===== config.mk =====
export PLATFORM = sky130hd
export DESIGN_NAME = smtx_top
export DESIGN_NICKNAME = d
export VERILOG_FILES = /design/src/smtx_top.v
export VERILOG_INCLUDE_DIRS = /design/src
export SDC_FILE = /design/constraint.sdc
export NUM_CORES = 1
export LEC_CHECK = 0
export BUFFER_PORTS_ARGS = -buffer_cell sky130_fd_sc_hd__buf_2
export CAP_MARGIN = 20
export CORE_MARGIN = 1
export CORE_UTILIZATION = 61
export DETAILED_ROUTE_END_ITERATION = 6
export PLACE_DENSITY_LB_ADDON = 0.25
export SYNTH_ARGS = -nofsm -noshare
export SYNTH_HDL_FRONTEND = slang
export SYNTH_SLANG_ARGS = --single-unit

===== constraint.sdc =====
create_clock -name I_REF_CLK -period 3.6 [get_ports I_REF_CLK]
set_input_delay 0.36 -clock I_REF_CLK [delete_from_list [all_inputs] [get_ports I_REF_CLK]]
set_output_delay 0.36 -clock I_REF_CLK [all_outputs]
set_load 0.02 [all_outputs]

===== src/smtx_regs.vh =====
`ifndef SMTX_REGS_VH
`define SMTX_REGS_VH

// Register indices; byte address is four times the index
`define SMTX_IDX_RX_STAT_CTRL   6'h13
`define SMTX_IDX_RX_DATA_BUF    6'h14
`define SMTX_IDX_TX_STAT_CTRL   6'h15
`define SMTX_IDX_TX_BUFFER      6'h16
`define SMTX_IDX_IRQ_FLAGS      6'h16
`define SMTX_IDX_BAUD_DIVISOR   6'h17
`define SMTX_IDX_IRQ_ENABLES    6'h17
`define SMTX_IDX_BANK_SELECT    6'h18

// receive_status_control fields
`define SMTX_RX_SERIAL_PORT_EN  7
`define SMTX_RX_NINE_BIT        6
`define SMTX_RX_SINGLE_EN       5
`define SMTX_RX_CONT_EN         4
`define SMTX_RX_NINTH_BIT       0

// transmit_status_control fields
`define SMTX_TX_CLK_SRC_MASTER  7
`define SMTX_TX_NINE_BIT        6
`define SMTX_TX_ENABLE          5
`define SMTX_TX_CLOCKED_MODE    4
`define SMTX_TX_SHIFTER_EMPTY   1
`define SMTX_TX_NINTH_BIT       0

// peripheral_irq_flags and peripheral_irq_enables fields
`define SMTX_IRQ_TX_BIT         1
`define SMTX_IRQ_RX_BIT         0

// Reset values
`define SMTX_RST_RX_STAT_CTRL   8'h00
`define SMTX_RST_TX_STAT_CTRL   8'h02
`define SMTX_RST_IRQ_FLAGS      8'h02
`define SMTX_RST_IRQ_ENABLES    8'h00
`define SMTX_RST_BAUD_DIVISOR   8'h00

// Word lengths in bits
`define SMTX_BITS_8             4'h8
`define SMTX_BITS_9             4'h9

`endif


===== src/smtx_top.v =====
`timescale 1ns/10ps
`include "smtx_regs.vh"

// Overview of operation
// Transmit and receive never run together
// Clocked mode bit enables synchronous operation
// Port enable hands pins to clock/data
// Master clock bit drives shift clock out
// Shifter reloads only after last bit
// Buffer transfer empties buffer, sets flag
// Empty flag ignores enable; write clears it
// Shifter-empty bit read-only, no interrupt path
// Transmit enable plus buffered data starts shifting
// Bits change on rising, stable at falling
// Baud generator held reset when all disabled
// Write to empty shifter transfers at once
// Transmit disable aborts, floats both pins
// Receive enable aborts, floats data only; here the transmit shifter freezes and resumes
// Single receive self-clears, transmit resumes
// Ninth bit sampled at shifter load
// Software writes ninth bit before data
// Software configures, loads, then enables
// Core-level interrupt gating done by software
// Port or transmit disable resets transmitter
// LSB first, no start/stop framing
module smtx_top (
   input  wire        I_REF_CLK,
   input  wire        I_RST_N,
   input  wire        I_PSEL,
   input  wire        I_PENABLE,
   input  wire        I_PWRITE,
   input  wire [7:0]  I_PADDR,
   input  wire [31:0] I_PWDATA,
   output reg         O_PREADY,
   output reg  [31:0] O_PRDATA,
   output reg         O_PSLVERR,
   input  wire        I_CLK_PIN_IN,
   output reg         O_CLK_PIN_OUT,
   output reg         O_CLK_PIN_OE_N,
   input  wire        I_DATA_PIN_IN,
   output reg         O_DATA_PIN_OUT,
   output reg         O_DATA_PIN_OE_N
);

   // Control and status storage
   reg  [7:0] rx_ctrl_q;
   reg  [7:0] tx_ctrl_q;
   reg  [7:0] baud_div_q;
   reg  [7:0] irq_en_q;
   reg        bank_q;
   reg  [7:0] tx_buf_q;
   reg        tx_buf_full_q;
   reg  [8:0] rx_data_q;
   reg        rx_flag_q;

   // Shifter and baud generator state
   reg  [8:0] tsr_q;
   reg        tsr_full_q;
   reg  [3:0] tx_cnt_q;
   reg  [8:0] rsr_q;
   reg  [3:0] rx_cnt_q;
   reg        rx_armed_q;
   reg  [7:0] brg_cnt_q;
   reg        sck_q;

   // Pin synchronisers
   reg  [1:0] dt_sync_q;
   reg  [1:0] ck_sync_q;

   // Bus decode
   wire [5:0] idx      = I_PADDR[7:2];
   wire       setup    = I_PSEL & ~I_PENABLE;
   wire       access   = I_PSEL & I_PENABLE & O_PREADY;
   wire       wr_acc   = access & I_PWRITE;
   wire       rd_acc   = access & ~I_PWRITE;
   wire       bad_addr = ~mapped(idx, bank_q) | (I_PADDR[1:0] != 2'h0);

   // Mode decode
   wire port_en   = rx_ctrl_q[`SMTX_RX_SERIAL_PORT_EN];
   wire sync_mode = tx_ctrl_q[`SMTX_TX_CLOCKED_MODE];
   wire master    = tx_ctrl_q[`SMTX_TX_CLK_SRC_MASTER];
   wire tx_en     = tx_ctrl_q[`SMTX_TX_ENABLE];
   wire rx_single = rx_ctrl_q[`SMTX_RX_SINGLE_EN];
   wire rx_cont   = rx_ctrl_q[`SMTX_RX_CONT_EN];
   wire rx_any    = rx_single | rx_cont;
   wire port_ok   = port_en & sync_mode & master;
   // Receive overrides transmit; shifter is frozen, not cleared
   wire tx_run    = port_ok & tx_en & ~rx_any;
   wire rx_run    = port_ok & rx_any;
   wire tx_reset  = ~port_en | ~tx_en;
   wire brg_hold  = ~port_en | ~(tx_en | rx_any);
   wire brg_tick  = ~brg_hold & (brg_cnt_q == 8'h00);
   wire tx_bits9  = tx_ctrl_q[`SMTX_TX_NINE_BIT];
   wire rx_bits9  = rx_ctrl_q[`SMTX_RX_NINE_BIT];
   wire clk_act   = (tx_run & tsr_full_q) | rx_run;
   wire rise_tick = brg_tick & clk_act & ~sck_q;
   wire fall_tick = brg_tick & sck_q;
   wire tx_last   = (tx_cnt_q == word_len(tx_bits9));
   wire rx_last   = (rx_cnt_q == word_len(rx_bits9));
   wire tx_done   = fall_tick & tx_run & tsr_full_q & tx_last;
   // A fall counts for receive only after a rise that receive owned
   wire rx_sample = fall_tick & rx_run & rx_armed_q;
   wire rx_done   = rx_sample & ((rx_cnt_q + 4'h1) == word_len(rx_bits9));
   // Load when the shifter is empty and a word is waiting
   wire tsr_load  = ~tx_reset & ~tsr_full_q & tx_buf_full_q;

   // Word length for either direction
   function [3:0] word_len;
      input nine;
      begin
         word_len = nine ? `SMTX_BITS_9 : `SMTX_BITS_8;
      end
   endfunction

   // Register read mux, bank select picks between shared indices
   function [7:0] read_mux;
      input [5:0] a;
      input       b;
      begin
         read_mux = 8'h00;
         if (a == `SMTX_IDX_RX_STAT_CTRL) begin
            read_mux = {rx_ctrl_q[7:4], 3'h0, rx_data_q[8]};
         end else if (a == `SMTX_IDX_RX_DATA_BUF) begin
            read_mux = rx_data_q[7:0];
         end else if (a == `SMTX_IDX_TX_STAT_CTRL) begin
            read_mux = {tx_ctrl_q[7:4], 2'h0, ~tsr_full_q, tx_ctrl_q[0]};
         end else if (a == `SMTX_IDX_TX_BUFFER && !b) begin
            read_mux = tx_buf_q;
         end else if (a == `SMTX_IDX_IRQ_FLAGS && b) begin
            read_mux = {6'h00, ~tx_buf_full_q, rx_flag_q};
         end else if (a == `SMTX_IDX_BAUD_DIVISOR && !b) begin
            read_mux = baud_div_q;
         end else if (a == `SMTX_IDX_IRQ_ENABLES && b) begin
            read_mux = irq_en_q;
         end else if (a == `SMTX_IDX_BANK_SELECT) begin
            read_mux = {7'h00, bank_q};
         end
      end
   endfunction

   // Valid address check for the error answer
   function mapped;
      input [5:0] a;
      input       b;
      begin
         mapped = (a == `SMTX_IDX_RX_STAT_CTRL) || (a == `SMTX_IDX_RX_DATA_BUF)
               || (a == `SMTX_IDX_TX_STAT_CTRL) || (a == `SMTX_IDX_TX_BUFFER)
               || (a == `SMTX_IDX_BAUD_DIVISOR) || (a == `SMTX_IDX_BANK_SELECT);
      end
   endfunction

   // Two-flop synchronisers for pin inputs
   // Clock readback is kept synchronised but unused while only master mode exists
   always @(posedge I_REF_CLK or negedge I_RST_N) begin
      if (!I_RST_N) begin
         dt_sync_q <= 2'h0;
         ck_sync_q <= 2'h0;
      end else begin
         dt_sync_q <= {dt_sync_q[0], I_DATA_PIN_IN};
         ck_sync_q <= {ck_sync_q[0], I_CLK_PIN_IN};
      end
   end

   // APB slave: no wait states, answer registered in setup
   always @(posedge I_REF_CLK or negedge I_RST_N) begin
      if (!I_RST_N) begin
         O_PREADY  <= 1'b0;
         O_PRDATA  <= 32'h0000_0000;
         O_PSLVERR <= 1'b0;
      end else begin
         O_PREADY <= setup;
         if (setup) begin
            // Refused transfers read back zero, as do writes
            if (I_PWRITE || bad_addr) begin
               O_PRDATA <= 32'h0000_0000;
            end else begin
               O_PRDATA <= {24'h00_0000, read_mux(idx, bank_q)};
            end
            O_PSLVERR <= bad_addr;
         end else begin
            // Error stands only with ready, never past the access cycle
            O_PSLVERR <= 1'b0;
         end
      end
   end

   // Software register writes
   always @(posedge I_REF_CLK or negedge I_RST_N) begin
      if (!I_RST_N) begin
         tx_ctrl_q  <= `SMTX_RST_TX_STAT_CTRL;
         baud_div_q <= `SMTX_RST_BAUD_DIVISOR;
         irq_en_q   <= `SMTX_RST_IRQ_ENABLES;
         bank_q     <= 1'b0;
      end else if (wr_acc && !O_PSLVERR) begin
         if (idx == `SMTX_IDX_TX_STAT_CTRL) begin
            // Shifter-empty bit is never stored from the bus
            tx_ctrl_q <= {I_PWDATA[7:4], 2'h0, 1'b0, I_PWDATA[0]};
         end
         if (idx == `SMTX_IDX_BAUD_DIVISOR && !bank_q) begin
            baud_div_q <= I_PWDATA[7:0];
         end
         if (idx == `SMTX_IDX_IRQ_ENABLES && bank_q) begin
            irq_en_q <= I_PWDATA[7:0];
         end
         if (idx == `SMTX_IDX_BANK_SELECT) begin
            bank_q <= I_PWDATA[0];
         end
      end
   end

   // Receive control; single-word enable clears itself after a word
   always @(posedge I_REF_CLK or negedge I_RST_N) begin
      if (!I_RST_N) begin
         rx_ctrl_q <= `SMTX_RST_RX_STAT_CTRL;
      end else if (wr_acc && !O_PSLVERR && idx == `SMTX_IDX_RX_STAT_CTRL) begin
         rx_ctrl_q <= {I_PWDATA[7:4], 4'h0};
      end else if (rx_done && !rx_cont) begin
         rx_ctrl_q[`SMTX_RX_SINGLE_EN] <= 1'b0;
      end
   end

   // Transmit buffer; a write wins over a same-cycle transfer
   always @(posedge I_REF_CLK or negedge I_RST_N) begin
      if (!I_RST_N) begin
         tx_buf_q      <= 8'h00;
         tx_buf_full_q <= 1'b0;
      end else if (wr_acc && !O_PSLVERR && !bank_q && idx == `SMTX_IDX_TX_BUFFER) begin
         tx_buf_q      <= I_PWDATA[7:0];
         tx_buf_full_q <= 1'b1;
      end else if (tsr_load) begin
         tx_buf_full_q <= 1'b0;
      end
   end

   // Baud generator, reloads from the divisor, held at zero when idle
   always @(posedge I_REF_CLK or negedge I_RST_N) begin
      if (!I_RST_N) begin
         brg_cnt_q <= 8'h00;
      end else if (brg_hold) begin
         brg_cnt_q <= 8'h00;
      end else if (brg_cnt_q == 8'h00) begin
         brg_cnt_q <= baud_div_q;
      end else begin
         brg_cnt_q <= brg_cnt_q - 8'h01;
      end
   end

   // Shift clock; rests low so the first edge after enable is a rise
   always @(posedge I_REF_CLK or negedge I_RST_N) begin
      if (!I_RST_N) begin
         sck_q <= 1'b0;
      end else if (brg_hold || !port_ok) begin
         sck_q <= 1'b0;
      end else if (rise_tick || fall_tick) begin
         sck_q <= ~sck_q;
      end
   end

   // Transmit shifter; frozen while a receive borrows the port
   always @(posedge I_REF_CLK or negedge I_RST_N) begin
      if (!I_RST_N) begin
         tsr_q      <= 9'h000;
         tsr_full_q <= 1'b0;
         tx_cnt_q   <= 4'h0;
      end else if (tx_reset) begin
         tsr_full_q <= 1'b0;
         tx_cnt_q   <= 4'h0;
      end else if (tsr_load) begin
         // Ninth bit taken as it stands at load time
         tsr_q      <= {tx_ctrl_q[`SMTX_TX_NINTH_BIT], tx_buf_q};
         tsr_full_q <= 1'b1;
         tx_cnt_q   <= 4'h0;
      end else if (tx_done) begin
         tsr_full_q <= 1'b0;
      end else if (rise_tick && tx_run && tsr_full_q) begin
         tsr_q    <= {1'b0, tsr_q[8:1]};
         tx_cnt_q <= tx_cnt_q + 4'h1;
      end
   end

   // Receive arms on its own first rise; a takeover while the clock is
   // high would otherwise sample the bit still owned by the transmitter
   always @(posedge I_REF_CLK or negedge I_RST_N) begin
      if (!I_RST_N) begin
         rx_armed_q <= 1'b0;
      end else if (!rx_run) begin
         rx_armed_q <= 1'b0;
      end else if (rise_tick) begin
         rx_armed_q <= 1'b1;
      end
   end

   // Receive shifter samples the data pin on falling edges
   always @(posedge I_REF_CLK or negedge I_RST_N) begin
      if (!I_RST_N) begin
         rsr_q     <= 9'h000;
         rx_cnt_q  <= 4'h0;
         rx_data_q <= 9'h000;
         rx_flag_q <= 1'b0;
      end else begin
         if (!rx_run) begin
            rx_cnt_q <= 4'h0;
         end else if (rx_done) begin
            rx_cnt_q  <= 4'h0;
            rx_data_q <= rx_bits9 ? {dt_sync_q[1], rsr_q[8:1]}
                                  : {1'b0, dt_sync_q[1], rsr_q[8:2]};
         end else if (rx_sample) begin
            rsr_q    <= {dt_sync_q[1], rsr_q[8:1]};
            rx_cnt_q <= rx_cnt_q + 4'h1;
         end
         // Hardware set wins over the clear by a read
         if (rx_done) begin
            rx_flag_q <= 1'b1;
         end else if (rd_acc && !bank_q && idx == `SMTX_IDX_RX_DATA_BUF) begin
            rx_flag_q <= 1'b0;
         end
      end
   end

   // Pin drivers; enables are active low
   always @(posedge I_REF_CLK or negedge I_RST_N) begin
      if (!I_RST_N) begin
         O_CLK_PIN_OUT   <= 1'b0;
         O_CLK_PIN_OE_N  <= 1'b1;
         O_DATA_PIN_OUT  <= 1'b0;
         O_DATA_PIN_OE_N <= 1'b1;
      end else begin
         O_CLK_PIN_OUT   <= sck_q;
         // Clock stays driven through a receive in master mode
         O_CLK_PIN_OE_N  <= ~(port_ok & (tx_en | rx_any));
         O_DATA_PIN_OE_N <= ~tx_run;
         // Bit changes only on a rise, so it is steady at the fall
         if (rise_tick && tx_run && tsr_full_q) begin
            O_DATA_PIN_OUT <= tsr_q[0];
         end
      end
   end

endmodule


After elaboration in Yosys (flattened, before gate mapping)
Index checks and enable logic that the tools add are counted.

storage, ports and cells
  flip-flop bits (word level) = 123
  bits in latches = 0
  memory bits (writable) = 0
  bits in read-only memories = 0
  output and inout bits = 38
  logic and storage cells = 166
  memories kept = 0

operators by class
  $add $sub $neg = 3
  multiply operators = 0
  div/mod/pow operators = 0
  $lt $le $gt $ge = 0
  equality and inequality tests = 12
  shift operators = 0
  mux-type cells = 38
  bitwise logic cells = 45
  reductions and logical operators = 42

operators with widths
  operator                                                            count
  8-bit two-way mux                                                   10
  6-bit by 5-bit == test with 1-bit output, second input constant     6
  9-bit two-way mux                                                   4
  4-bit two-way mux                                                   7
  1-bit bitwise AND                                                   24
  1-bit two-way mux                                                   17
  1-bit NOT                                                           15
  1-bit logical AND                                                   13
  2-bit AND reduction                                                 6
  2-bit nonzero test                                                  6
  4-bit by 1-bit adder with 4-bit output, second input constant       2
  4-bit == test                                                       2
  8-bit logical NOT                                                   1
  1-bit logical OR                                                    8
  8-bit by 1-bit subtractor with 8-bit output, second input constant  1
  1-bit OR                                                            6
  3-bit AND reduction                                                 2
  3-bit nonzero test                                                  2
  1-bit logical NOT                                                   4
  2-bit by 1-bit != test with 1-bit output, second input constant     2
  3-bit by 1-bit != test with 1-bit output, second input constant     1
  3-bit by 2-bit != test with 1-bit output, second input constant     1

Depth between registers and ports, before layout
  depth in word-level cells = 14
  depth in mapped cells = 7
  depth with buffers taken out = 6

Worst setup path after synthesis
No wires, ideal clock.

  path type = reg2reg
  from = register brg_cnt_q[0]
  to = register rx_data_q[1]
  library setup time = 0.125 ns
  arrival = 2.253 ns
  slack = 1.222 ns
  cell stages (with the launch flop) = 8
  path buffers = 1
  clock period less this slack = 2.378 ns
  cell sequence = dfrtp_1 inv_1 ha_1 or3b_2 or4_4 nor4_4 buf_6 mux2_4

on the way
  longest elaborated chain between the ends = 7

ends and longest elaborated chain
  what                            RTL line        source
  start: declaration              smtx_top.v:63   reg [7:0] brg_cnt_q;
  start signal: assignment        smtx_top.v:242  brg_cnt_q <= baud_div_q;
  start signal: assignment        smtx_top.v:244  brg_cnt_q <= brg_cnt_q - 8'h01;
  8-bit logical NOT               smtx_top.v:92   wire brg_tick = ~brg_hold & (brg_cnt_q == 8'h00);
  1-bit bitwise AND               smtx_top.v:92
  1-bit bitwise AND               smtx_top.v:97   wire fall_tick = brg_tick & sck_q;
  1-bit bitwise AND (2 in a row)  smtx_top.v:102  wire rx_sample = fall_tick & rx_run & rx_armed_q;
  1-bit bitwise AND               smtx_top.v:103  wire rx_done = rx_sample & ((rx_cnt_q + 4'h1) == word_len(rx_bits9));
  2-bit AND reduction (no line)   n/a
  end signal: assignment          smtx_top.v:305  rx_data_q <= rx_bits9 ? {dt_sync_q[1], rsr_q[8:1]}
  end: declaration                smtx_top.v:53   reg [8:0] rx_data_q;

No other way between the ends.
A chain may end at the register's enable or synchronous reset.

Worst setup path after layout
  from = register brg_cnt_q[0]
  to = register rx_data_q[0]

Same word-level chain as after synthesis.

==> results.md <==
- Status: completed
- DR iter-0 viols: 243
- First-pass GRT wire length: 18000 um
- Commonest non-fill, non-tap cell in the layout: dfrtp_1
- Drt wl/cell: 18.1 um
- Die width: 92.4 um
- Largest net degree at the start of global routing: 64
- Top FF cell, synth: dfrtp_1
- Hold Slack: 0.0831 ns
- CTS tree: yes
- Max Root-Sink Buffers: 2
- Max Fanout on Critical Path: 11
- Synth Register Bits: 97
- Vias in the first global route: 3606
- Fin. Hold Viols: 0
- Relative max-transition margin: 0.425
- Skew-Pair Late Insertion Delay: 0.36 ns
- Max Cap Viol: 0
- Initial Utilization: 0.639
- Lkg Pwr: 2.48 nW
- Grt ovf: 0
- Detailed Place HPWL: 7720 um
- Fraction of layout cells with a size suffix above 1: 0.257
- Rows: 32
- Setup TNS: 0 ns
- I/O pin cnt: 85
- Core ar.: 7810 um2
- Synth async-reset ratio: 1.00
- Die H: 92.4 um
- Syn Inst Count: 462
- Buf/Inv on CP: 2
- Sequential share of the synthesized area: 0.487
- Critical-path cell list: inv_1 -> ha_1 -> or3b_2 -> or4_4 -> nor4_4 -> buf_4 -> mux2_2
- CTS sink cnt: 97
- Via Count: 3654
- Number of synthesized flops with an enable pin: 0
- Initial antenna violation count: 0
- Power Dens Cells: 355 nW/um2
- Filler cells: 580
- Share of the synthesized area in the top cell type: 0.477
- Startpoint types: flop
- Core Util, Final: 0.683
- Peak Freq: 0.380 GHz
- 1st-pass router iterations: 5
- Clk_skew: 0.00803 ns
- Finish-stage setup viols: 0
- CP Launch Point: brg_cnt_q[0]$_DFF_PN0_
- WS Path Type: reg2reg
- CP max stage cell: or4_4
- Drt via density: 6.12
- Worst VDD drop: 0.000312 V
- Routed Antenna Nets: 0
- Buffers on Ports: 35
- Area Growth Syn to Fin: 7.03%
- Root Buffer: clkbuf_8
- DRC errors left: 0
- Least-Margin Pin Slew: 0.856 ns
- Worst Hold Class: in2async
- Cells after DPL: 581
- Clk slew on worst S/H paths: 0.09 ns
- Post-CTS Setup Bufs: 0
- Critical Path RT: 3.85 ns
- Synthesized area per cell: 10.8 um2
- Worst setup margin: 0.969 ns
- Most frequent cells in the layout: dfrtp_1, mux2_2, nand2_1, buf_2, conb_1
- CP max stage delay: 0.56 ns
- Final critical-path required period: 2.63 ns
- Crit share post-route: 0.731
- Num CTS Buffers: 9
- Crit path DAT: 2.88 ns
- Post-CTS Resized: 0
- Non-Filler Instances: 597
- Die ar.: 8540 um2
- Multi-input combinational cell area: 2330 um2
- Fin. max-slew vios: 0
- Reg area: 2430 um2
- RSZ-0062 raised after global routing: no
- Synthesized area: 4990 um2
- Number of synthesis warnings: 0
- CTS Hold Buffers Added: 0
- Fin nets: 541
- Final GP Congestion: 0.861
- CP delay by family, top: simple AND/OR/NAND/NOR gates
- GRT Total Usage: 0.275
- Reg2reg start: brg_cnt_q[0]$_DFF_PN0_
- Crit. End Element: flop
- Pre-CTS WS: 0.986 ns
- DRT Wirelength: 10800 um
- Ant diodes: 0
- Synth cell types: 59
- CTS HTree Levels: 3
- Synth area leaders: dfrtp_1, mux2_2, nand2_1
- Yosys top cell by area: dfrtp_1
==> cell usage after synthesis, types with 7 or more instances <==
master and instances:
a211oi_1 7, a21oi_1 18, buf_4 24, clkbuf_1 19, dfrtp_1 95, inv_1 11
mux2_2 55, mux2_4 7, nand2_1 49, nand3_1 11, nand4_1 12, nor2_1 22
nor3_1 9, o211ai_1 13, o21ai_0 12
==> registers in the layout, indices dropped and copies added, names as in the netlist, 2 cells and up <==
signal and count:
rx_data_q 9, tsr_q 9, O_PRDATA 8, baud_div_q 8
brg_cnt_q 8, irq_en_q 8, rsr_q 8, tx_buf_q 8
tx_ctrl_q 5, rx_cnt_q 4, rx_ctrl_q 4, tx_cnt_q 4
dt_sync_q 2
==> cell families after synthesis <==
group / Yosys count / share of synthesized area
compound gates: 76 / 0.102
xor+xnor: 9 / 0.0158
fa+ha+maj: 4 / 0.0100
buf+inv: 58 / 0.0635
flops: 97 / 0.487
mux: 68 / 0.160
other cells: 1 / 0.000752
simple gates: 149 / 0.161
==> layer usage <==
layer	part of all wire	vias to the layer above	GRT usage
met3	0.062	27	0.0567
met1	0.43	1791	0.369
li1	-	1680	-
met2	0.48	156	0.433
met4	0.029	0	0.121
met5	0	-	0
==> report_power, final <==
part | internal (W) | total [W] | switching, W
clock | 0.000324 | 0.000692 | 0.000368
combinational | 0.0000245 | 0.000102 | 0.0000774
sequential | 0.00109 | 0.00110 | 0.00000686
==> worst reg2reg max path, cell delays in order (launching register included) <==
cell and delay, ns:
dfrtp_1 0.41, inv_1 0.10, ha_1 0.16, or3b_2 0.52, or4_4 0.56, nor4_4 0.15, buf_4 0.26, mux2_2 0.36
==> path summary, 6_finish.rpt <==
check                                      endpoint  depth (start not counted)  slack, ns
setup / recovery           rx_data_q[0]$_DFFE_PN0P_                          7       0.97
hold / removal              O_CLK_PIN_OUT$_DFF_PN0_                          1       0.08
setup reg to reg           rx_data_q[0]$_DFFE_PN0P_                          7       0.97
hold reg to reg              dt_sync_q[1]$_DFF_PN0_                          0       0.36
max in group asynchronous   tx_buf_q[1]$_DFFE_PN0P_                          2       2.75
min in group I_REF_CLK       dt_sync_q[0]$_DFF_PN0_                          1       0.10
==> final cells by class <==
class	count	area share
Clock inverter	4	0.0101
Multi-Input combinational cell	330	0.436
Inverter	11	0.00774
Sequential cell	97	0.455
Tap cell	102	0.0239
Timing Repair Buffer	41	0.0417
Clock buffer	12	0.0253
==> per-stage QoR <==
step                instance area, um2  total power, W
detailed placement                5150         0.00122
finish                            5340         0.00190
floorplan                         5070         0.00119
global placement                  5150         0.00122
global route                      5340         0.00196
CTS                               5340         0.00191
No activity file was read; power rests on OpenSTA's default activity.
